==> config.mk <==
export PLATFORM = sky130hd
export DESIGN_NAME = abmsg_top
export DESIGN_NICKNAME = d
export VERILOG_FILES = /design/src/inc/abmsg_pkg.sv /design/src/inc/abmsg_if.sv /design/src/verilog/abmsg_top.sv /design/src/verilog/abmsg_mem_port.sv /design/src/verilog/abmsg_irq_req.sv
export SDC_FILE = /design/constraint.sdc
export NUM_CORES = 1
export LEC_CHECK = 0
export BUFFER_PORTS_ARGS = -buffer_cell sky130_fd_sc_hd__buf_2
export CELL_PAD_IN_SITES_DETAIL_PLACEMENT = 0
export CELL_PAD_IN_SITES_GLOBAL_PLACEMENT = 1
export CORE_ASPECT_RATIO = 0.9
export CORE_MARGIN = 2
export CORE_UTILIZATION = 42
export CTS_BUF_LIST = sky130_fd_sc_hd__clkbuf_4 sky130_fd_sc_hd__clkbuf_8
export CTS_CLUSTER_DIAMETER = 50
export DETAILED_ROUTE_END_ITERATION = 7
export HOLD_SLACK_MARGIN = 0.03
export PLACE_DENSITY_LB_ADDON = 0.1
export RECOVER_POWER = 25
export SYNTH_ARGS = -nofsm -noshare
export SYNTH_HDL_FRONTEND = slang
export SYNTH_SLANG_ARGS = --single-unit
export TNS_END_PERCENT = 100
==> constraint.sdc <==
create_clock -name core_clk_i -period 5.7 [get_ports core_clk_i]
set_input_delay 0.57 -clock core_clk_i [delete_from_list [all_inputs] [get_ports core_clk_i]]
set_output_delay 0.57 -clock core_clk_i [all_outputs]
set_load 0.02 [all_outputs]
==> src/inc/abmsg_pkg.sv <==
// Summary of operation
// - A block posted on work queue zero whose command code word equals the abort code runs the abort operation.
// - As initiator the adapter sends the target a message to drop its current operation.
// - Aborting a unit with nothing in progress for this initiator is not an error.
// - Options bit zero enables the completion interrupt; when clear, none is raised.
// - The vector word low byte is the error vector and its high byte the normal vector.
// - The completion interrupt uses the bus request level in bits zero to two of the level word.
// - Unit address bits zero to two give the target ID and bits three to five the unit number.
// - Unit address bit six selects port zero (primary) or port one (secondary).
// - At completion a return status word is written: zero on success, else an error code.
package abmsg_pkg;
	// ----------------------------------------
	// command block layout (word offsets)
	// ----------------------------------------
	localparam logic [4:0] OFS_CODE = 5'h00;
	localparam logic [4:0] OFS_OPTIONS = 5'h01;
	localparam logic [4:0] OFS_STATUS = 5'h02;
	localparam logic [4:0] OFS_VECTORS = 5'h04;
	localparam logic [4:0] OFS_LEVEL = 5'h05;
	localparam logic [4:0] OFS_UNIT = 5'h0f;
	localparam int NUM_FETCH = 5;
	// ----------------------------------------
	// codes and fields
	// ----------------------------------------
	localparam logic [15:0] CMD_ABORT_MSG = 16'h004e;
	localparam logic [3:0] WQ_MASTER = 4'h0;
	localparam logic [7:0] SCSI_MSG_ABORT = 8'h06;
	localparam int OPT_IE_BIT = 0;
	localparam int VEC_ERR_LSB = 0;
	localparam int VEC_NORM_LSB = 8;
	localparam int LVL_LSB = 0;
	localparam int UNIT_ID_LSB = 0;
	localparam int UNIT_LUN_LSB = 3;
	localparam int UNIT_BUS_BIT = 6;
	localparam logic [15:0] STATUS_OK = 16'h0000;
	localparam logic [15:0] ERR_BAD_CMD = 16'h0001;
	localparam logic [15:0] ERR_SCSI_FAIL = 16'h0002;
	localparam logic [15:0] STATUS_RESET = 16'h0000;

	typedef enum logic [2:0] {
		ST_IDLE = 3'b000,
		ST_FETCH = 3'b001,
		ST_MSG_REQ = 3'b010,
		ST_MSG_WAIT = 3'b011,
		ST_WR_STATUS = 3'b100,
		ST_IRQ_WAIT = 3'b101
	} abmsg_state_t;
endpackage

==> src/inc/abmsg_if.sv <==
`timescale 1ns/1ps
`default_nettype none
// single-word block memory channel
interface abmsg_mem_if #(parameter int AW = 24);
	logic start;
	logic we;
	logic [AW-1:0] addr;
	logic [15:0] wdata;
	logic done;
	logic [15:0] rdata;
	modport ctl (output start, we, addr, wdata, input done, rdata);
	modport port (input start, we, addr, wdata, output done, rdata);
endinterface

// completion interrupt request channel
interface abmsg_irq_if;
	logic start;
	logic [2:0] level;
	logic [7:0] vector;
	logic done;
	modport ctl (output start, level, vector, input done);
	modport port (input start, level, vector, output done);
endinterface
`default_nettype wire

==> src/verilog/abmsg_top.sv <==
`timescale 1ns/1ps
`default_nettype none
module abmsg_top #(
	parameter int AW = 24
) (
	// clock and reset
	input wire logic core_clk_i,
	input wire logic reset_i,
	// work queue post
	input wire logic post_valid_i,
	input wire logic [3:0] post_queue_i,
	input wire logic [AW-1:0] post_addr_i,
	output logic post_ready_o,
	output logic post_reject_o,
	// shared memory master
	output logic mem_req_o,
	output logic mem_we_o,
	output logic [AW-1:0] mem_addr_o,
	output logic [15:0] mem_wdata_o,
	input wire logic mem_ack_i,
	input wire logic [15:0] mem_rdata_i,
	// scsi message engine
	output logic msg_valid_o,
	output logic msg_port_o,
	output logic [2:0] msg_target_o,
	output logic [2:0] msg_lun_o,
	output logic [7:0] msg_code_o,
	input wire logic msg_ready_i,
	input wire logic msg_done_i,
	input wire logic msg_fail_i,
	// backplane interrupt pins
	input wire logic vme_iack_i,
	input wire logic [2:0] vme_iack_level_i,
	output logic [7:1] vme_irq_oe_o,
	output logic [7:0] vme_vector_o,
	output logic vme_vector_valid_o,
	// completion
	output logic busy_o,
	output logic cmd_done_o,
	output logic [15:0] last_status_o
);
	import abmsg_pkg::*;

	// ----------------------------------------
	// fetch order of the host-written words
	// ----------------------------------------
	function automatic logic [4:0] fetch_ofs(input logic [2:0] idx);
		case (idx)
			3'h0: fetch_ofs = OFS_CODE;
			3'h1: fetch_ofs = OFS_OPTIONS;
			3'h2: fetch_ofs = OFS_VECTORS;
			3'h3: fetch_ofs = OFS_LEVEL;
			default: fetch_ofs = OFS_UNIT;
		endcase
	endfunction

	function automatic logic [AW-1:0] word_addr(input logic [AW-1:0] base,
		input logic [4:0] ofs);
		word_addr = AW'(base + AW'(ofs));
	endfunction

	typedef struct packed {
		abmsg_state_t state;
		logic [AW-1:0] base;
		logic [2:0] idx;
		logic [NUM_FETCH-1:0][15:0] words;
		logic [15:0] status;
		logic reject;
		logic mem_start;
		logic mem_we;
		logic [AW-1:0] mem_addr;
		logic [15:0] mem_wdata;
		logic msg_valid;
		logic msg_port;
		logic [2:0] msg_target;
		logic [2:0] msg_lun;
		logic irq_start;
		logic [2:0] irq_level;
		logic [7:0] irq_vector;
		logic done;
	} abmsg_top_t;

	abmsg_top_t r_reg, r_next;

	abmsg_mem_if #(.AW(AW)) mem_ch ();
	abmsg_irq_if irq_ch ();

	// ----------------------------------------
	// named views of the fetched words
	// ----------------------------------------
	logic [15:0] w_code;
	logic [15:0] w_opt;
	logic [15:0] w_vec;
	logic [15:0] w_lvl;
	logic [15:0] w_unit;
	assign w_code = r_reg.words[0];
	assign w_opt = r_reg.words[1];
	assign w_vec = r_reg.words[2];
	assign w_lvl = r_reg.words[3];
	assign w_unit = r_reg.words[4];

	// ----------------------------------------
	// command sequencer
	// ----------------------------------------
	always_comb begin
		r_next = r_reg;
		r_next.reject = 1'b0;
		r_next.mem_start = 1'b0;
		r_next.irq_start = 1'b0;
		r_next.done = 1'b0;
		case (r_reg.state)
			ST_IDLE: begin
				if (post_valid_i) begin
					// other queues may not carry this command
					if (post_queue_i == WQ_MASTER) begin
						r_next.base = post_addr_i;
						r_next.idx = 3'h0;
						r_next.mem_start = 1'b1;
						r_next.mem_we = 1'b0;
						r_next.mem_addr = word_addr(post_addr_i, fetch_ofs(3'h0));
						r_next.state = ST_FETCH;
					end else begin
						r_next.reject = 1'b1;
					end
				end
			end
			ST_FETCH: begin
				if (mem_ch.done) begin
					r_next.words[r_reg.idx] = mem_ch.rdata;
					if (r_reg.idx == 3'(NUM_FETCH - 1)) begin
						// reserved bits are not looked at
						r_next.msg_target = mem_ch.rdata[UNIT_ID_LSB +: 3];
						r_next.msg_lun = mem_ch.rdata[UNIT_LUN_LSB +: 3];
						r_next.msg_port = mem_ch.rdata[UNIT_BUS_BIT];
						if (w_code == CMD_ABORT_MSG) begin
							r_next.msg_valid = 1'b1;
							r_next.state = ST_MSG_REQ;
						end else begin
							r_next.status = ERR_BAD_CMD;
							r_next.mem_start = 1'b1;
							r_next.mem_we = 1'b1;
							r_next.mem_addr = word_addr(r_reg.base, OFS_STATUS);
							r_next.mem_wdata = ERR_BAD_CMD;
							r_next.state = ST_WR_STATUS;
						end
					end else begin
						r_next.idx = 3'(r_reg.idx + 3'h1);
						r_next.mem_start = 1'b1;
						r_next.mem_addr = word_addr(r_reg.base, fetch_ofs(3'(r_reg.idx + 3'h1)));
					end
				end
			end
			ST_MSG_REQ: begin
				if (msg_ready_i) begin
					r_next.msg_valid = 1'b0;
					r_next.state = ST_MSG_WAIT;
				end
			end
			ST_MSG_WAIT: begin
				if (msg_done_i) begin
					// an idle unit is reported as plain success by the engine
					r_next.status = msg_fail_i ? ERR_SCSI_FAIL : STATUS_OK;
					r_next.mem_start = 1'b1;
					r_next.mem_we = 1'b1;
					r_next.mem_addr = word_addr(r_reg.base, OFS_STATUS);
					r_next.mem_wdata = msg_fail_i ? ERR_SCSI_FAIL : STATUS_OK;
					r_next.state = ST_WR_STATUS;
				end
			end
			ST_WR_STATUS: begin
				// interrupt only after the status word is in memory
				if (mem_ch.done) begin
					if (w_opt[OPT_IE_BIT]) begin
						r_next.irq_start = 1'b1;
						r_next.irq_level = w_lvl[LVL_LSB +: 3];
						r_next.irq_vector = (r_reg.status == STATUS_OK) ?
							w_vec[VEC_NORM_LSB +: 8] : w_vec[VEC_ERR_LSB +: 8];
						r_next.state = ST_IRQ_WAIT;
					end else begin
						r_next.done = 1'b1;
						r_next.state = ST_IDLE;
					end
				end
			end
			ST_IRQ_WAIT: begin
				if (irq_ch.done) begin
					r_next.done = 1'b1;
					r_next.state = ST_IDLE;
				end
			end
			default: begin
				r_next.state = ST_IDLE;
			end
		endcase
	end

	always_ff @(posedge core_clk_i or posedge reset_i) begin
		if (reset_i) begin
			r_reg <= '0;
			r_reg.state <= ST_IDLE;
			r_reg.status <= STATUS_RESET;
		end else begin
			r_reg <= r_next;
		end
	end

	// ----------------------------------------
	// channels
	// ----------------------------------------
	assign mem_ch.start = r_reg.mem_start;
	assign mem_ch.we = r_reg.mem_we;
	assign mem_ch.addr = r_reg.mem_addr;
	assign mem_ch.wdata = r_reg.mem_wdata;
	assign irq_ch.start = r_reg.irq_start;
	assign irq_ch.level = r_reg.irq_level;
	assign irq_ch.vector = r_reg.irq_vector;

	abmsg_mem_port #(.AW(AW)) u_mem (
		.core_clk_i(core_clk_i),
		.reset_i(reset_i),
		.ch(mem_ch.port),
		.mem_req_o(mem_req_o),
		.mem_we_o(mem_we_o),
		.mem_addr_o(mem_addr_o),
		.mem_wdata_o(mem_wdata_o),
		.mem_ack_i(mem_ack_i),
		.mem_rdata_i(mem_rdata_i)
	);

	abmsg_irq_req u_irq (
		.core_clk_i(core_clk_i),
		.reset_i(reset_i),
		.ch(irq_ch.port),
		.vme_iack_i(vme_iack_i),
		.vme_iack_level_i(vme_iack_level_i),
		.vme_irq_oe_o(vme_irq_oe_o),
		.vme_vector_o(vme_vector_o),
		.vme_vector_valid_o(vme_vector_valid_o)
	);

	// ----------------------------------------
	// outputs
	// ----------------------------------------
	assign post_ready_o = (r_reg.state == ST_IDLE);
	assign post_reject_o = r_reg.reject;
	assign msg_valid_o = r_reg.msg_valid;
	assign msg_port_o = r_reg.msg_port;
	assign msg_target_o = r_reg.msg_target;
	assign msg_lun_o = r_reg.msg_lun;
	assign msg_code_o = SCSI_MSG_ABORT;
	assign busy_o = (r_reg.state != ST_IDLE);
	assign cmd_done_o = r_reg.done;
	assign last_status_o = r_reg.status;
endmodule
`default_nettype wire

==> src/verilog/abmsg_mem_port.sv <==
`timescale 1ns/1ps
`default_nettype none
module abmsg_mem_port #(
	parameter int AW = 24
) (
	// clock and reset
	input wire logic core_clk_i,
	input wire logic reset_i,
	// channel from the sequencer
	abmsg_mem_if.port ch,
	// shared memory master
	output logic mem_req_o,
	output logic mem_we_o,
	output logic [AW-1:0] mem_addr_o,
	output logic [15:0] mem_wdata_o,
	input wire logic mem_ack_i,
	input wire logic [15:0] mem_rdata_i
);
	import abmsg_pkg::*;

	typedef struct packed {
		logic busy;
		logic we;
		logic [AW-1:0] addr;
		logic [15:0] wdata;
		logic [15:0] rdata;
		logic done;
	} abmsg_mp_t;

	abmsg_mp_t r_reg, r_next;

	always_comb begin
		r_next = r_reg;
		r_next.done = 1'b0;
		if (!r_reg.busy && ch.start) begin
			r_next.busy = 1'b1;
			r_next.we = ch.we;
			r_next.addr = ch.addr;
			r_next.wdata = ch.wdata;
		end else if (r_reg.busy && mem_ack_i) begin
			// request held until the memory answers
			r_next.busy = 1'b0;
			r_next.done = 1'b1;
			if (!r_reg.we) begin
				r_next.rdata = mem_rdata_i;
			end
		end
	end

	always_ff @(posedge core_clk_i or posedge reset_i) begin
		if (reset_i) begin
			r_reg <= '0;
		end else begin
			r_reg <= r_next;
		end
	end

	assign mem_req_o = r_reg.busy;
	assign mem_we_o = r_reg.we;
	assign mem_addr_o = r_reg.addr;
	assign mem_wdata_o = r_reg.wdata;
	assign ch.done = r_reg.done;
	assign ch.rdata = r_reg.rdata;
endmodule
`default_nettype wire

==> src/verilog/abmsg_irq_req.sv <==
`timescale 1ns/1ps
`default_nettype none
module abmsg_irq_req (
	// clock and reset
	input wire logic core_clk_i,
	input wire logic reset_i,
	// channel from the sequencer
	abmsg_irq_if.port ch,
	// backplane interrupt pins
	input wire logic vme_iack_i,
	input wire logic [2:0] vme_iack_level_i,
	output logic [7:1] vme_irq_oe_o,
	output logic [7:0] vme_vector_o,
	output logic vme_vector_valid_o
);
	import abmsg_pkg::*;

	typedef struct packed {
		logic iack_s1;
		logic iack_s2;
		logic [2:0] lvl_s1;
		logic [2:0] lvl_s2;
		logic active;
		logic [2:0] level;
		logic [7:0] vector;
		logic vec_valid;
		logic [7:1] irq_oe;
		logic done;
	} abmsg_irq_t;

	abmsg_irq_t r_reg, r_next;

	always_comb begin
		r_next = r_reg;
		r_next.done = 1'b0;
		// pins pass two flops before use
		r_next.iack_s1 = vme_iack_i;
		r_next.iack_s2 = r_reg.iack_s1;
		r_next.lvl_s1 = vme_iack_level_i;
		r_next.lvl_s2 = r_reg.lvl_s1;
		if (!r_reg.iack_s2) begin
			r_next.vec_valid = 1'b0;
		end
		if (ch.start && !r_reg.active) begin
			r_next.vector = ch.vector;
			r_next.level = ch.level;
			// level zero means no bus request at all
			if (ch.level == 3'h0) begin
				r_next.done = 1'b1;
			end else begin
				r_next.active = 1'b1;
			end
		end else if (r_reg.active && r_reg.iack_s2 && r_reg.lvl_s2 == r_reg.level) begin
			r_next.active = 1'b0;
			r_next.vec_valid = 1'b1;
			r_next.done = 1'b1;
		end
		r_next.irq_oe = '0;
		if (r_next.active) begin
			r_next.irq_oe[r_next.level] = 1'b1;
		end
	end

	always_ff @(posedge core_clk_i or posedge reset_i) begin
		if (reset_i) begin
			r_reg <= '0;
		end else begin
			r_reg <= r_next;
		end
	end

	assign vme_irq_oe_o = r_reg.irq_oe;
	assign vme_vector_o = r_reg.vector;
	assign vme_vector_valid_o = r_reg.vec_valid;
	assign ch.done = r_reg.done;
endmodule
`default_nettype wire

==> metrics.txt, run 1 <==
# TYPE chip_impl_metric gauge
chip_impl_info{name="status",value="completed"} 1
chip_impl_metric{name="core_area",unit="sq um"} 21600
chip_impl_metric{name="synth-compound-area-share",unit=""} 0.0849
chip_impl_metric{name="synth-adder-area-share",unit=""} 0.0122
chip_impl_info{name="dominant_combinational_cell_family_by_area_after_synthesis",value="simple AND/OR/NAND/NOR gates"} 1
chip_impl_metric{name="post_drt_via_cell_ratio",unit=""} 5.20
chip_impl_metric{name="rrSetupSlack",unit="ns"} 2.19
chip_impl_metric{name="filler_cell_count",unit=""} 2041
chip_impl_metric{name="yosysUniqueCellTypes",unit=""} 63
chip_impl_metric{name="postRouteAntennaNets",unit=""} 0
chip_impl_info{name="hp-class",value="in -> reg"} 1
chip_impl_metric{name="post_synth_xor_area_fraction",unit=""} 0.0397
chip_impl_metric{name="clock_latency",unit="ns"} 0.47
chip_impl_metric{name="relative_slew_slack",unit=""} 0.226
chip_impl_metric{name="drv_cap",unit=""} 0
chip_impl_metric{name="largest_reg_flops",unit=""} 30
chip_impl_metric{name="synth_simple_gate_area_share",unit=""} 0.131
chip_impl_metric{name="area_taken_by_flip_flops_and_latches",unit="sq um"} 4800
chip_impl_metric{name="seq_area_frac_synth",unit=""} 0.520
chip_impl_metric{name="flow.area_growth_from_synthesis",unit="%"} 8.88
chip_impl_metric{name="finalNetCount",unit=""} 974
chip_impl_metric{name="grt_overflow",unit=""} 0
chip_impl_info{name="synth.largest_area_cell",value="dfrtp_1"} 1
chip_impl_info{name="end_kind",value="flop"} 1
chip_impl_metric{name="die_width",unit="um"} 160
chip_impl_metric{name="first_iter_violations",unit=""} 647
chip_impl_metric{name="number_of_hold_buffers_added_after_cts",unit=""} 0
chip_impl_metric{name="initial_utilization",unit=""} 0.427
chip_impl_info{name="gr-max-usage-layer",value="met2"} 1
chip_impl_info{name="timing.critical_path.to",value="mem_ch.addr[21]"} 1
chip_impl_info{name="post_synth_main_area_contributors",value="dfrtp_1 (52%), mux2_2 (12%), nand2_1 (5.1%), buf_4 (5.0%), xnor2_1 (2.0%)"} 1
chip_impl_info{name="start_kind",value="flop"} 1
chip_impl_metric{name="worst_ep_required_time",unit="ns"} 6.03
chip_impl_info{name="worst_r2r_startpoint",value="r_reg[160]"} 1
chip_impl_metric{name="numPortBuffers",unit=""} 112
chip_impl_info{name="cts_tree",value="done"} 1
chip_impl_metric{name="quantity_of_gates_resized_following_cts",unit=""} 0
chip_impl_metric{name="synth_mux_area_frac",unit=""} 0.131
chip_impl_metric{name="routed_wl",unit="um"} 21400
chip_impl_metric{name="synth_top_cell_area_share",unit=""} 0.520
chip_impl_metric{name="post-cts-setup-buffers",unit=""} 0
chip_impl_info{name="worst_flop_to_flop_path_endpoint",value="mem_ch.addr[21]"} 1
chip_impl_metric{name="avgSynthCellArea",unit="sq um"} 11.0
chip_impl_metric{name="largest_net_degree_at_the_start_of_global_routing",unit=""} 193
chip_impl_metric{name="insertedDiodeCount",unit=""} 0
chip_impl_info{name="worst-setup-path-type",value="reg -> reg"} 1
chip_impl_metric{name="gp_congestion",unit=""} 0.857
chip_impl_info{name="yosys_most_used_dff",value="dfrtp_1"} 1
chip_impl_metric{name="clock_tree.htree_level_count",unit=""} 4
chip_impl_info{name="worst_path_dominant_cell_family",value="simple AND/OR/NAND/NOR gates"} 1
chip_impl_metric{name="worstMarginPinSlew",unit="ns"} 1.16
chip_impl_metric{name="remaining_drc_errors",unit=""} 0
chip_impl_metric{name="report.final.slew_viol_count",unit=""} 0
chip_impl_metric{name="cts_inserted_buffers",unit=""} 17
chip_impl_metric{name="synth.cell_area",unit="sq um"} 9250
chip_impl_metric{name="edff_count_synth",unit=""} 0
chip_impl_metric{name="tritoncts_num_sinks",unit=""} 192
chip_impl_metric{name="critPathMaxFanout",unit=""} 8
chip_impl_info{name="clk_root_buffer_cell",value="clkbuf_8"} 1
chip_impl_metric{name="clock_skew",unit="ns"} 0.0141
chip_impl_metric{name="gr_met1_demand_resource",unit=""} 0.277
chip_impl_info{name="rsz0062_at_grt",value="false"} 1
chip_impl_metric{name="die_h",unit="um"} 145
chip_impl_metric{name="final_critical_path_setup_slack",unit="ns"} 2.19
chip_impl_metric{name="via_count_of_the_first_global_routing_pass",unit=""} 6325
chip_impl_info{name="critPathSlowestCell",value="or4_1"} 1
chip_impl_info{name="setup.worst_path.start",value="r_reg[160]"} 1
chip_impl_metric{name="dpl_worst_slack",unit="ns"} 2.28
chip_impl_metric{name="placementRows",unit=""} 51
chip_impl_metric{name="antenna_violations_before_repair",unit=""} 0
chip_impl_metric{name="synth_cells",unit=""} 844
chip_impl_metric{name="p_per_area",unit="nW/um^2"} 431
chip_impl_metric{name="fmax",unit="MHz"} 285
chip_impl_metric{name="async_reset_ff_frac",unit=""} 1.00
chip_impl_metric{name="footprint_of_the_multi_input_gates",unit="sq um"} 3830
chip_impl_metric{name="min_period_over_period",unit=""} 0.616
chip_impl_metric{name="die-area",unit="sq um"} 23200
chip_impl_metric{name="leakagePower",unit="uW"} 0.00483
chip_impl_metric{name="detail_route.first_pass.iterations",unit=""} 7
chip_impl_metric{name="yosys_register_bits",unit=""} 192
chip_impl_metric{name="met3_usage",unit=""} 0.0433
chip_impl_metric{name="finalSetupViolations",unit=""} 0
chip_impl_metric{name="synth_warnings",unit=""} 0
chip_impl_metric{name="wl_per_cell",unit="um"} 17.7
chip_impl_metric{name="period_needed",unit="ns"} 3.51
chip_impl_metric{name="timing.reg2reg.worst_path_depth",unit=""} 12
chip_impl_metric{name="crit_cells",unit=""} 12
chip_impl_metric{name="final_layout_size_suffix_gt1_frac",unit=""} 0.282
chip_impl_metric{name="place.detailed.hpwl",unit="um"} 14900
chip_impl_metric{name="dpl.cell_count",unit=""} 1182
chip_impl_metric{name="boundaryPins",unit=""} 149
chip_impl_metric{name="setup_tns",unit="ns"} 0
chip_impl_metric{name="cp_slowest_stage_delay",unit="ns"} 0.61
chip_impl_metric{name="worst_ir_drop_vdd",unit="uV"} 184
chip_impl_metric{name="timing.final.hold_violations",unit=""} 0
chip_impl_metric{name="grt_pass1_wl",unit="um"} 34600
chip_impl_info{name="timing.critical_path.cells",value="inv_1 -> ha_1 -> or4_1 -> nand2_1 -> or3_1 -> ha_1 -> a31oi_1 -> a31oi_1 -> o2111ai_2 -> nor2_1 -> xnor2_1 -> o2111ai_1"} 1
chip_impl_metric{name="via_count",unit=""} 6313
chip_impl_metric{name="crit_arrival",unit="ns"} 3.84
chip_impl_metric{name="clockBufferDepth",unit=""} 2
chip_impl_metric{name="layout.cells.non_filler",unit=""} 1214
chip_impl_metric{name="critical_path_buf_inv_count",unit=""} 1
chip_impl_metric{name="gr-usage-met2",unit=""} 0.297
chip_impl_metric{name="cts.reportedPaths.clkPinSlew",unit="ns"} 0.10
chip_impl_metric{name="groute.usage.overall",unit=""} 0.191
[placed cells by master (no fill, tap or decap), drive strengths merged, types with 4 or more instances in the layout]
| cell | Yosys | layout |
|---|---|---|
| dfrtp | 192 | 192 |
| nand2 | 126 | 126 |
| buf | 79 | 120 |
| mux2 | 96 | 96 |
| nor2 | 45 | 45 |
| conb | 2 | 36 |
| o21ai | 36 | 36 |
| xnor2 | 22 | 22 |
| nand3 | 21 | 21 |
| xor2 | 19 | 19 |
| inv | 15 | 19 |
| clkbuf | 28 | 18 |
| a21oi | 17 | 17 |
| mux2i | 13 | 13 |
| nor3 | 11 | 11 |
| nand4 | 10 | 10 |
| a222oi | 9 | 9 |
| ha | 9 | 9 |
| clkinv | 0 | 9 |
| and3 | 8 | 8 |
| nor4 | 7 | 7 |
| a31oi | 6 | 6 |
| o211ai | 5 | 5 |
| nand2b | 5 | 5 |
| a221o | 5 | 5 |
| and2 | 5 | 5 |
| nor2b | 4 | 4 |
| a41oi | 4 | 4 |
| o2111ai | 4 | 4 |
| a22oi | 4 | 4 |
| a22o | 4 | 4 |
[metrics by stage]
step	utilization	cell area (sq um)	hold WS [ns]	power (uW)
floorplan	-	9380	0.331	3120
global placement	0.448	9690	0.335	3460
detailed placement	0.448	9690	0.336	3500
CTS	0.465	10100	0.178	4380
global route	0.465	10100	0.162	4630
finish	0.465	10100	0.204	4330
[layer usage]
layer  vias up  part of all wire
li1       2968                 -
met1      3160              0.50
met2       167              0.45
met3        18             0.050
met4         0            0.0079
met5         -                 0
[cell usage after synthesis, types with 2 or more instances]
| cell | n |
|---|---|
| o21ai_1 | 4 |
| nor3_1 | 10 |
| buf_4 | 61 |
| a31oi_1 | 5 |
| o21ai_0 | 32 |
| nand4_1 | 10 |
| o211ai_1 | 5 |
| and4_1 | 2 |
| a221o_1 | 5 |
| clkbuf_1 | 28 |
| ha_1 | 9 |
| o31ai_1 | 2 |
| nand3_1 | 21 |
| nand2b_1 | 5 |
| inv_1 | 15 |
| nand2_1 | 126 |
| a21oi_1 | 17 |
| a222oi_1 | 9 |
| a22oi_1 | 3 |
| dfrtp_1 | 192 |
| a311o_1 | 2 |
| mux2i_1 | 13 |
| o22ai_1 | 2 |
| a41oi_1 | 4 |
| a22o_1 | 3 |
| nor2b_1 | 4 |
| nor4_1 | 6 |
| o2111ai_1 | 3 |
| nor4bb_1 | 3 |
| mux2_2 | 96 |
| or3_1 | 3 |
| xnor2_1 | 21 |
| buf_6 | 6 |
| buf_2 | 12 |
| nor3b_1 | 3 |
| nor2_1 | 45 |
| conb_1 | 2 |
| and2_1 | 4 |
| and3_1 | 7 |
| xor2_1 | 19 |
| or4_1 | 3 |
[worst reg2reg max path: stages (launching register included)]
cell       delay, ns
dfrtp_1         0.52
inv_1           0.15
ha_1            0.25
or4_1           0.61
nand2_1         0.19
or3_1           0.13
ha_1            0.18
a31oi_1         0.12
a31oi_1         0.49
o2111ai_2       0.27
nor2_1          0.20
xnor2_1         0.14
o2111ai_1       0.12
[report_power, final]
group          leakage (uW)  switching [uW]  internal, uW
Combinational       0.00215             761           589
Sequential          0.00248             408          1720
Clock              0.000196             526           329
[cell families after synthesis]
group                    Yosys count
other                              2
AO/OA/AOI/OAI                    108
XOR/XNOR                          41
flip-flops                       192
AND/OR/NAND/NOR                  261
adder cells (fa/ha/maj)            9
multiplexers                     109
buffers and inverters            122
[worst min-delay path by stage]
stage | end | from | cells after the start
after floorplan | u_irq.r_reg[21] | u_irq.r_next[21] | 0
after global placement | u_irq.r_reg[27] | u_irq.r_next[27] | 0
after detailed placement | u_irq.r_reg[23] | u_irq.r_next[23] | 0
after CTS | u_irq.r_next[23] | vme_iack_level_i[2] | 1
after global routing | u_irq.r_next[21] | vme_iack_level_i[0] | 1
final | u_irq.r_next[23] | vme_iack_level_i[2] | 1
[area by class of cell]
cell class                      instances  share of cell area
Multi-Input combinational cell        564               0.381
Tap cell                              291              0.0362
Clock buffer                           18              0.0246
Sequential cell                       192               0.477
Inverter                               15             0.00572
Timing Repair Buffer                  120              0.0629
Clock inverter                         14              0.0126
Power figures use the tool's default switching activity.
==> run 2: changes to the inputs <==
Settings changed: ABC_AREA from default to 1, CORE_UTILIZATION 42 to 44.
Clock period 5.7 ns to 3.29 ns, I/O delays scaled along.
==> run 2 against run 1 <==
  * The run now ends with max-capacitance violations, max-slew violations left
  * Cell count is 24% higher
  * Sequential share of layout area down 2.6 points
  * Synthesized area is 4.0% higher
  * Worst hold slack lost 0.14 ns
  * Sequential power increased by 70%
  * Core utilization is 2.8 points higher
  * Synthesized cell count grew 32%
  * Total power increased by 100%
  * Register-to-register slack worse by 1.8 ns
  * Die area down 0.66%
==> metrics.txt, run 2 <==
# TYPE chip_impl_metric gauge
chip_impl_metric{name="p_sw_frac",unit=""} 0.441
chip_impl_metric{name="groute.usage.overall",unit=""} 0.209
chip_impl_metric{name="quantity_of_gates_resized_following_cts",unit=""} 0
chip_impl_info{name="layout.cells.most_common",value="nand2_1"} 1
chip_impl_metric{name="place.detailed.hpwl",unit="um"} 17000
chip_impl_metric{name="p_seq_frac",unit=""} 0.409
chip_impl_metric{name="period_needed",unit="ns"} 2.88
chip_impl_metric{name="dpl_worst_slack",unit="ns"} 0.463
chip_impl_metric{name="holdWs",unit="ns"} 0.0670
chip_impl_metric{name="die-area",unit="sq um"} 23100
chip_impl_info{name="clk_root_buffer_cell",value="clkbuf_8"} 1
chip_impl_metric{name="numPortBuffers",unit=""} 112
chip_impl_info{name="hp-class",value="in -> reg"} 1
chip_impl_metric{name="via_count",unit=""} 7358
chip_impl_metric{name="crit_arrival",unit="ns"} 3.27
chip_impl_info{name="synth_common_cells",value="nand2_1 (213), dfrtp_1 (192), inv_1 (135)"} 1
chip_impl_metric{name="leakagePower",unit="uW"} 0.00527
chip_impl_metric{name="post_drt_via_cell_ratio",unit=""} 4.88
chip_impl_metric{name="report.final.slew_viol_count",unit=""} 43
chip_impl_metric{name="placementRows",unit=""} 51
chip_impl_metric{name="via_count_of_the_first_global_routing_pass",unit=""} 6961
chip_impl_metric{name="edff_count_synth",unit=""} 0
chip_impl_metric{name="critPathMaxFanout",unit=""} 8
chip_impl_metric{name="cts.reportedPaths.clkPinSlew",unit="ns"} 0.11
chip_impl_metric{name="finalSetupViolations",unit=""} 0
chip_impl_metric{name="final_layout_size_suffix_gt1_frac",unit=""} 0.203
chip_impl_metric{name="filler_cell_count",unit=""} 2154
chip_impl_metric{name="combinationalPowerShare",unit=""} 0.396
chip_impl_metric{name="finalNetCount",unit=""} 1267
chip_impl_metric{name="remaining_drc_errors",unit=""} 0
chip_impl_metric{name="flow.area_growth_from_synthesis",unit="%"} 10.6
chip_impl_metric{name="routed_wl",unit="um"} 23000
chip_impl_metric{name="postLayoutCoreUtil",unit=""} 0.493
chip_impl_info{name="yosys_most_used_dff",value="dfrtp_1"} 1
chip_impl_metric{name="clockBufferDepth",unit=""} 2
chip_impl_metric{name="grt_pass1_wl",unit="um"} 37900
chip_impl_metric{name="die_h",unit="um"} 144
chip_impl_info{name="end_kind",value="flop"} 1
chip_impl_metric{name="clock_latency",unit="ns"} 0.48
chip_impl_info{name="setup.worst_path.start",value="r_reg[161]"} 1
chip_impl_metric{name="yosys_register_bits",unit=""} 192
chip_impl_metric{name="insertedDiodeCount",unit=""} 0
chip_impl_metric{name="drv_cap",unit=""} 1
chip_impl_metric{name="relative_slew_slack",unit=""} -0.267
chip_impl_metric{name="synth_cells",unit=""} 1112
chip_impl_metric{name="avgSynthCellArea",unit="sq um"} 8.65
chip_impl_metric{name="stdcell_area",unit="sq um"} 10600
chip_impl_metric{name="boundaryPins",unit=""} 149
chip_impl_metric{name="first_iter_violations",unit=""} 506
chip_impl_info{name="final_cell_mix",value="nand2_1 (213), dfrtp_1 (192), inv_1 (134), o21ai_0 (119), buf_2 (110)"} 1
chip_impl_metric{name="wl_per_cell",unit="um"} 15.3
chip_impl_metric{name="fmax",unit="MHz"} 348
chip_impl_info{name="failed_checks",value="max-capacitance violations, max-slew violations"} 1
chip_impl_metric{name="min_period_over_period",unit=""} 0.874
chip_impl_metric{name="placement.cell_area",unit="sq um"} 10200
chip_impl_metric{name="synth.cell_area",unit="sq um"} 9620
chip_impl_metric{name="largest_net_degree_at_the_start_of_global_routing",unit=""} 54
chip_impl_info{name="rsz0062_at_grt",value="false"} 1
chip_impl_metric{name="setup_tns",unit="ns"} 0
chip_impl_metric{name="postRouteAntennaNets",unit=""} 0
chip_impl_metric{name="core_area",unit="sq um"} 21600
chip_impl_metric{name="worstMarginPinSlew",unit="ns"} 1.89
chip_impl_metric{name="antenna_violations_before_repair",unit=""} 0
chip_impl_info{name="cts_tree",value="done"} 1
chip_impl_info{name="post_synth_main_area_contributors",value="dfrtp_1 (50%), nand2_1 (8.3%), o21ai_0 (6.2%), inv_1 (5.3%), buf_4 (4.8%)"} 1
chip_impl_info{name="synth.largest_area_cell",value="dfrtp_1"} 1
chip_impl_metric{name="yosysUniqueCellTypes",unit=""} 50
chip_impl_metric{name="synth_warnings",unit=""} 0
chip_impl_metric{name="cts_inserted_buffers",unit=""} 17
chip_impl_metric{name="synth_top_cell_area_share",unit=""} 0.499
chip_impl_metric{name="final_critical_path_setup_slack",unit="ns"} 0.414
chip_impl_info{name="yosysMostFrequentCell",value="nand2_1"} 1
chip_impl_metric{name="seq_area_frac_synth",unit=""} 0.499
chip_impl_metric{name="internal_power",unit="uW"} 4950
chip_impl_metric{name="die_width",unit="um"} 160
chip_impl_metric{name="tritoncts_num_sinks",unit=""} 192
chip_impl_metric{name="worst_ep_required_time",unit="ns"} 3.68
chip_impl_info{name="start_kind",value="flop"} 1
chip_impl_info{name="hold_path.startpoint",value="msg_ready_i"} 1
chip_impl_metric{name="worst_ir_drop_vdd",unit="uV"} 364
chip_impl_metric{name="detail_route.first_pass.iterations",unit=""} 6
chip_impl_metric{name="grt_overflow",unit=""} 0
chip_impl_metric{name="clock_tree.htree_level_count",unit=""} 4
chip_impl_metric{name="initial_utilization",unit=""} 0.446
chip_impl_metric{name="timing.final.hold_violations",unit=""} 0
chip_impl_metric{name="p_per_area",unit="nW/um^2"} 832
chip_impl_info{name="status",value="finished, violations left"} 1
chip_impl_metric{name="power.net_switching",unit="uW"} 3900
chip_impl_metric{name="async_reset_ff_frac",unit=""} 1.00
chip_impl_metric{name="largest_reg_flops",unit=""} 30
chip_impl_info{name="worst-setup-path-type",value="reg -> reg"} 1
chip_impl_metric{name="gp_congestion",unit=""} 0.870
chip_impl_metric{name="clock_skew",unit="ns"} 0.0169
chip_impl_metric{name="power.clock.fraction",unit=""} 0.195
chip_impl_info{name="worst_r2r_startpoint",value="r_reg[161]"} 1
-- run 2: final cells by class --
class	instances	area, sq um	share of cell area
Clock inverter	15	206	0.0194
Sequential cell	192	4800	0.451
Inverter	155	591	0.0555
Multi-Input combinational cell	707	3740	0.352
Clock buffer	17	234	0.0220
Tap cell	291	364	0.0342
Timing Repair Buffer	130	701	0.0658
-- run 2: critical path, cell delays in order (launching register included) --
cell and delay, ns:
dfrtp_1 0.47, inv_1 0.16, ha_1 0.24, nor2_1 0.08
nand2_1 0.18, nand2_4 0.11, or3_1 0.32, ha_1 0.23
ha_1 0.19, inv_1 0.06, nand2_2 0.05, nand2_1 0.08
nand3_2 0.09, nand2_4 0.14, inv_2 0.08, nand2_1 0.08
nand3_1 0.07, a22oi_1 0.16
-- run 2: final timing paths --
check                                        to  slack, ns  depth (start not counted)
min in group asynchronous  u_mem.mem_addr_o[17]       0.32                          2
max                              mem_ch.addr[4]       0.41                         17
max reg2reg                      mem_ch.addr[4]       0.41                         17
max in group asynchronous        mem_ch.addr[4]       1.11                          3
min                                  r_reg[188]       0.07                          2
min reg2reg                     u_irq.r_reg[27]       0.36                          0
-- run 2: kinds of logic (layout without fill, tap and decap cells) --
logic type	count (synthesis)	after routing	share of synthesized area
adders and majority gates	9	9	0.0117
xor gates and xnor gates	9	9	0.00820
AOI/OAI and AO/OA	202	202	0.118
buffers and inverters	247	317	0.125
muxes	19	19	0.0222
and+or+nand+nor	432	432	0.215
DFF	192	192	0.499
other	2	36	0.000781
-- run 2: repair_timing --
action,in CTS,in global routing
endpoints found under the setup margin,0,0
hold endpoints to repair,5,0
hold buffers,5,0
setup buffers,0,0
-- run 2: per-stage QoR --
step           cells  total power (uW)
2_1_floorplan   1146              6220
3_3_place_gp    1470              7150
3_5_place_dp    1470              7190
4_1_cts         1507              8940
5_1_grt         1507              9560
6_report        1507              8850
-- run 2: routing by layer --
layer / share of wire / track usage
met1: 0.54 / 0.326
met2: 0.41 / 0.304
met3: 0.044 / 0.0358
met4: 0.0051 / 0.0427
met5: 0 / 0
-- run 2: power groups by stage --
stage	Clock [uW]	Sequential, uW	Combinational, uW
after CTS	1780	3620	3540
after detailed placement	0	3670	3520
final	1720	3620	3510
after global routing	1870	3730	3960
after floorplan	0	3700	2530
after global placement	0	3660	3500
==> run 3: changes to the inputs <==
--- a/config.mk
+++ b/config.mk
@@ -18,3 +18,3 @@
 export HOLD_SLACK_MARGIN = 0.03
-export PLACE_DENSITY_LB_ADDON = 0.1
+export PLACE_DENSITY = 0.92
 export RECOVER_POWER = 25
==> constraint.sdc (replaced) <==
create_clock -name core_clk_i -period 3.29 [get_ports core_clk_i]
set_input_delay 0.4935 -clock core_clk_i [delete_from_list [all_inputs] [get_ports core_clk_i]]
set_output_delay 0.4935 -clock core_clk_i [all_outputs]
set_load 0.02 [all_outputs]
==> run 3 against run 2 <==
  * The run still ends with max-capacitance violations, max-slew violations left
  * Critical endpoint unchanged
  * Sequential power is essentially flat
  * Non-clock buffer count shrank 10
  * Clock skew grew 0.0017 ns
  * Global-route usage shrank 1.4 points
  * Fmax shrank 0.36%
  * Sequential share of layout area grew 0.43 points
  * Core utilization shrank 0.46 points
  * Flip-flop and latch count is the same
  * Worst setup slack lost 0.010 ns
  * Clock power shrank 7%
  * Highest routed layer unchanged
==> metrics.txt, run 3 (synthesized netlist as in run 2, its figures left out) <==
# TYPE chip_impl_metric gauge
chip_impl_info{name="status",value="finished, violations left"} 1
chip_impl_info{name="failed_checks",value="max-capacitance violations, max-slew violations"} 1
chip_impl_metric{name="grt_overflow",unit=""} 0
chip_impl_info{name="layout.cells.most_common",value="nand2_1"} 1
chip_impl_metric{name="first_iter_violations",unit=""} 575
chip_impl_metric{name="clockBufferDepth",unit=""} 2
chip_impl_metric{name="worst_ep_required_time",unit="ns"} 3.70
chip_impl_metric{name="power.clock.fraction",unit=""} 0.184
chip_impl_metric{name="via_count_of_the_first_global_routing_pass",unit=""} 6845
chip_impl_info{name="critPathSlowestCell",value="dfrtp_1"} 1
chip_impl_info{name="clk_root_buffer_cell",value="clkbuf_8"} 1
chip_impl_info{name="timing.critical_path.cells",value="inv_1 -> ha_1 -> nor2_1 -> nand2_1 -> nand2_4 -> or3_1 -> ha_1 -> ha_1 -> inv_1 -> nand2_2 -> nand2_1 -> nand3_2 -> nand2_4 -> inv_2 -> nand2_1 -> nand3_1 -> a22oi_1"} 1
chip_impl_info{name="worst-setup-path-type",value="reg -> reg"} 1
chip_impl_metric{name="placementRows",unit=""} 51
chip_impl_metric{name="critPathMaxFanout",unit=""} 8
chip_impl_metric{name="p_seq_frac",unit=""} 0.416
chip_impl_metric{name="groute.usage.overall",unit=""} 0.195
chip_impl_metric{name="fmax",unit="MHz"} 346
chip_impl_metric{name="finalSetupViolations",unit=""} 0
chip_impl_metric{name="number_of_hold_buffers_added_after_cts",unit=""} 0
chip_impl_metric{name="detail_route.first_pass.iterations",unit=""} 7
chip_impl_metric{name="crit_arrival",unit="ns"} 3.29
chip_impl_metric{name="clock_latency",unit="ns"} 0.49
chip_impl_metric{name="largest_reg_flops",unit=""} 30
chip_impl_metric{name="die_width",unit="um"} 160
chip_impl_info{name="end_kind",value="flop"} 1
chip_impl_metric{name="finalNetCount",unit=""} 1257
chip_impl_metric{name="boundaryPins",unit=""} 149
chip_impl_metric{name="postRouteAntennaNets",unit=""} 0
chip_impl_metric{name="post-cts-setup-buffers",unit=""} 0
chip_impl_metric{name="drv_cap",unit=""} 1
chip_impl_info{name="hp-class",value="in -> reg"} 1
chip_impl_metric{name="cts_inserted_buffers",unit=""} 17
chip_impl_info{name="cts_tree",value="done"} 1
chip_impl_info{name="final_cell_mix",value="nand2_1 (213), dfrtp_1 (192), inv_1 (134), o21ai_0 (119), buf_2 (111)"} 1
chip_impl_metric{name="antenna_violations_before_repair",unit=""} 0
chip_impl_metric{name="period_needed",unit="ns"} 2.89
chip_impl_metric{name="wl_per_cell",unit="um"} 14.6
chip_impl_metric{name="gp_congestion",unit=""} 0.875
chip_impl_metric{name="numPortBuffers",unit=""} 112
chip_impl_metric{name="final_layout_size_suffix_gt1_frac",unit=""} 0.201
chip_impl_metric{name="p_sw_frac",unit=""} 0.449
chip_impl_metric{name="filler_cell_count",unit=""} 2127
chip_impl_metric{name="clock_tree.htree_level_count",unit=""} 4
chip_impl_metric{name="min_period_over_period",unit=""} 0.877
chip_impl_metric{name="place.detailed.hpwl",unit="um"} 15700
chip_impl_metric{name="die-area",unit="sq um"} 23100
chip_impl_metric{name="cp_slowest_stage_delay",unit="ns"} 0.47
chip_impl_metric{name="remaining_drc_errors",unit=""} 0
chip_impl_metric{name="via_count",unit=""} 7408
chip_impl_metric{name="clock_skew",unit="ns"} 0.0186
chip_impl_metric{name="routed_wl",unit="um"} 21900
chip_impl_metric{name="power.net_switching",unit="uW"} 3910
chip_impl_metric{name="timing.final.hold_violations",unit=""} 0
chip_impl_metric{name="flow.area_growth_from_synthesis",unit="%"} 9.60
chip_impl_metric{name="internal_power",unit="uW"} 4800
chip_impl_metric{name="holdWs",unit="ns"} 0.104
chip_impl_info{name="worst_path_dominant_cell_family",value="simple AND/OR/NAND/NOR gates"} 1
chip_impl_info{name="rsz0062_at_grt",value="false"} 1
chip_impl_metric{name="dpl.cell_count",unit=""} 1465
chip_impl_metric{name="insertedDiodeCount",unit=""} 0
chip_impl_metric{name="combinationalPowerShare",unit=""} 0.400
chip_impl_metric{name="largest_net_degree_at_the_start_of_global_routing",unit=""} 193
chip_impl_metric{name="relative_slew_slack",unit=""} -0.721
chip_impl_metric{name="leakagePower",unit="uW"} 0.00522
chip_impl_metric{name="p_per_area",unit="nW/um^2"} 826
chip_impl_metric{name="report.final.slew_viol_count",unit=""} 193
chip_impl_info{name="start_kind",value="flop"} 1
chip_impl_metric{name="worst_ir_drop_vdd",unit="uV"} 413
chip_impl_metric{name="cts.reportedPaths.clkPinSlew",unit="ns"} 0.12
chip_impl_metric{name="report.power.total",unit="uW"} 8710
chip_impl_metric{name="worstMarginPinSlew",unit="ns"} 2.58
chip_impl_metric{name="core_area",unit="sq um"} 21600
chip_impl_metric{name="die_h",unit="um"} 144
chip_impl_metric{name="grt_pass1_wl",unit="um"} 35600
chip_impl_metric{name="setup_tns",unit="ns"} 0
chip_impl_metric{name="initial_utilization",unit=""} 0.446
chip_impl_metric{name="layout.cells.non_filler",unit=""} 1497
chip_impl_metric{name="critical_path_buf_inv_count",unit=""} 3
chip_impl_metric{name="quantity_of_gates_resized_following_cts",unit=""} 0
chip_impl_metric{name="tritoncts_num_sinks",unit=""} 192
chip_impl_metric{name="post_drt_via_cell_ratio",unit=""} 4.95
## run 3: changes by cell type in the layout (fill, tap and decap cells not counted), moves of 2 or more
cell	previous run	this run
buf_4	11	7
bufinv_16	2	0
clkbuf_2	2	0
clkinv_4	4	2
clkinv_8	0	5
dlygate4sd3_1	5	0
inv_8	7	5
## run 3: final cells by class
class / instances / area (sq um) / area share
inverters: 155 / 593 / 0.0563
well taps: 291 / 364 / 0.0345
clock inverters: 15 / 185 / 0.0176
clock buffers: 17 / 234 / 0.0222
repair buffers: 120 / 619 / 0.0587
multi-input cells: 707 / 3740 / 0.355
flip-flops and latches: 192 / 4800 / 0.456
## run 3: final timing paths
kind | from | to | slack [ns] | cells past startpoint
worst max-delay path | r_reg[161] | mem_ch.addr[4] | 0.40 | 17
worst min-delay path | vme_iack_i | u_irq.r_next[27] | 0.10 | 1
worst max register to register | r_reg[161] | mem_ch.addr[4] | 0.40 | 17
worst min register to register | u_irq.r_next[22] | u_irq.r_reg[22] | 0.37 | 0
max in group asynchronous | reset_i | u_mem.mem_addr_o[9] | 0.71 | 3
min in group asynchronous | reset_i | u_mem.mem_addr_o[15] | 0.97 | 3
## run 3: metal layers
metal | up-vias | global-route usage | part of all wire
met3 | 18 | 0.0404 | 0.049
met4 | 0 | 0.0498 | 0.012
met2 | 199 | 0.288 | 0.43
met5 | - | 0 | 0
li1 | 3659 | - | -
met1 | 3532 | 0.294 | 0.51
## run 3: per-stage QoR
stage	instance area, sq um	utilization	worst slack, ns
6_report	10500	0.489	0.404
3_3_place_gp	10100	0.470	0.572
2_1_floorplan	9750	-	0.320
5_1_grt	10500	0.489	0.156
4_1_cts	10600	0.489	0.410
3_5_place_dp	10100	0.470	0.431
## run 3: power groups by stage
stage	Combinational [uW]	Sequential, uW	Clock, uW
CTS	3500	3620	1640
global placement	3410	3640	0
floorplan	2530	3700	0
finish	3480	3620	1600
detailed placement	3470	3660	0
global route	3910	3710	1730
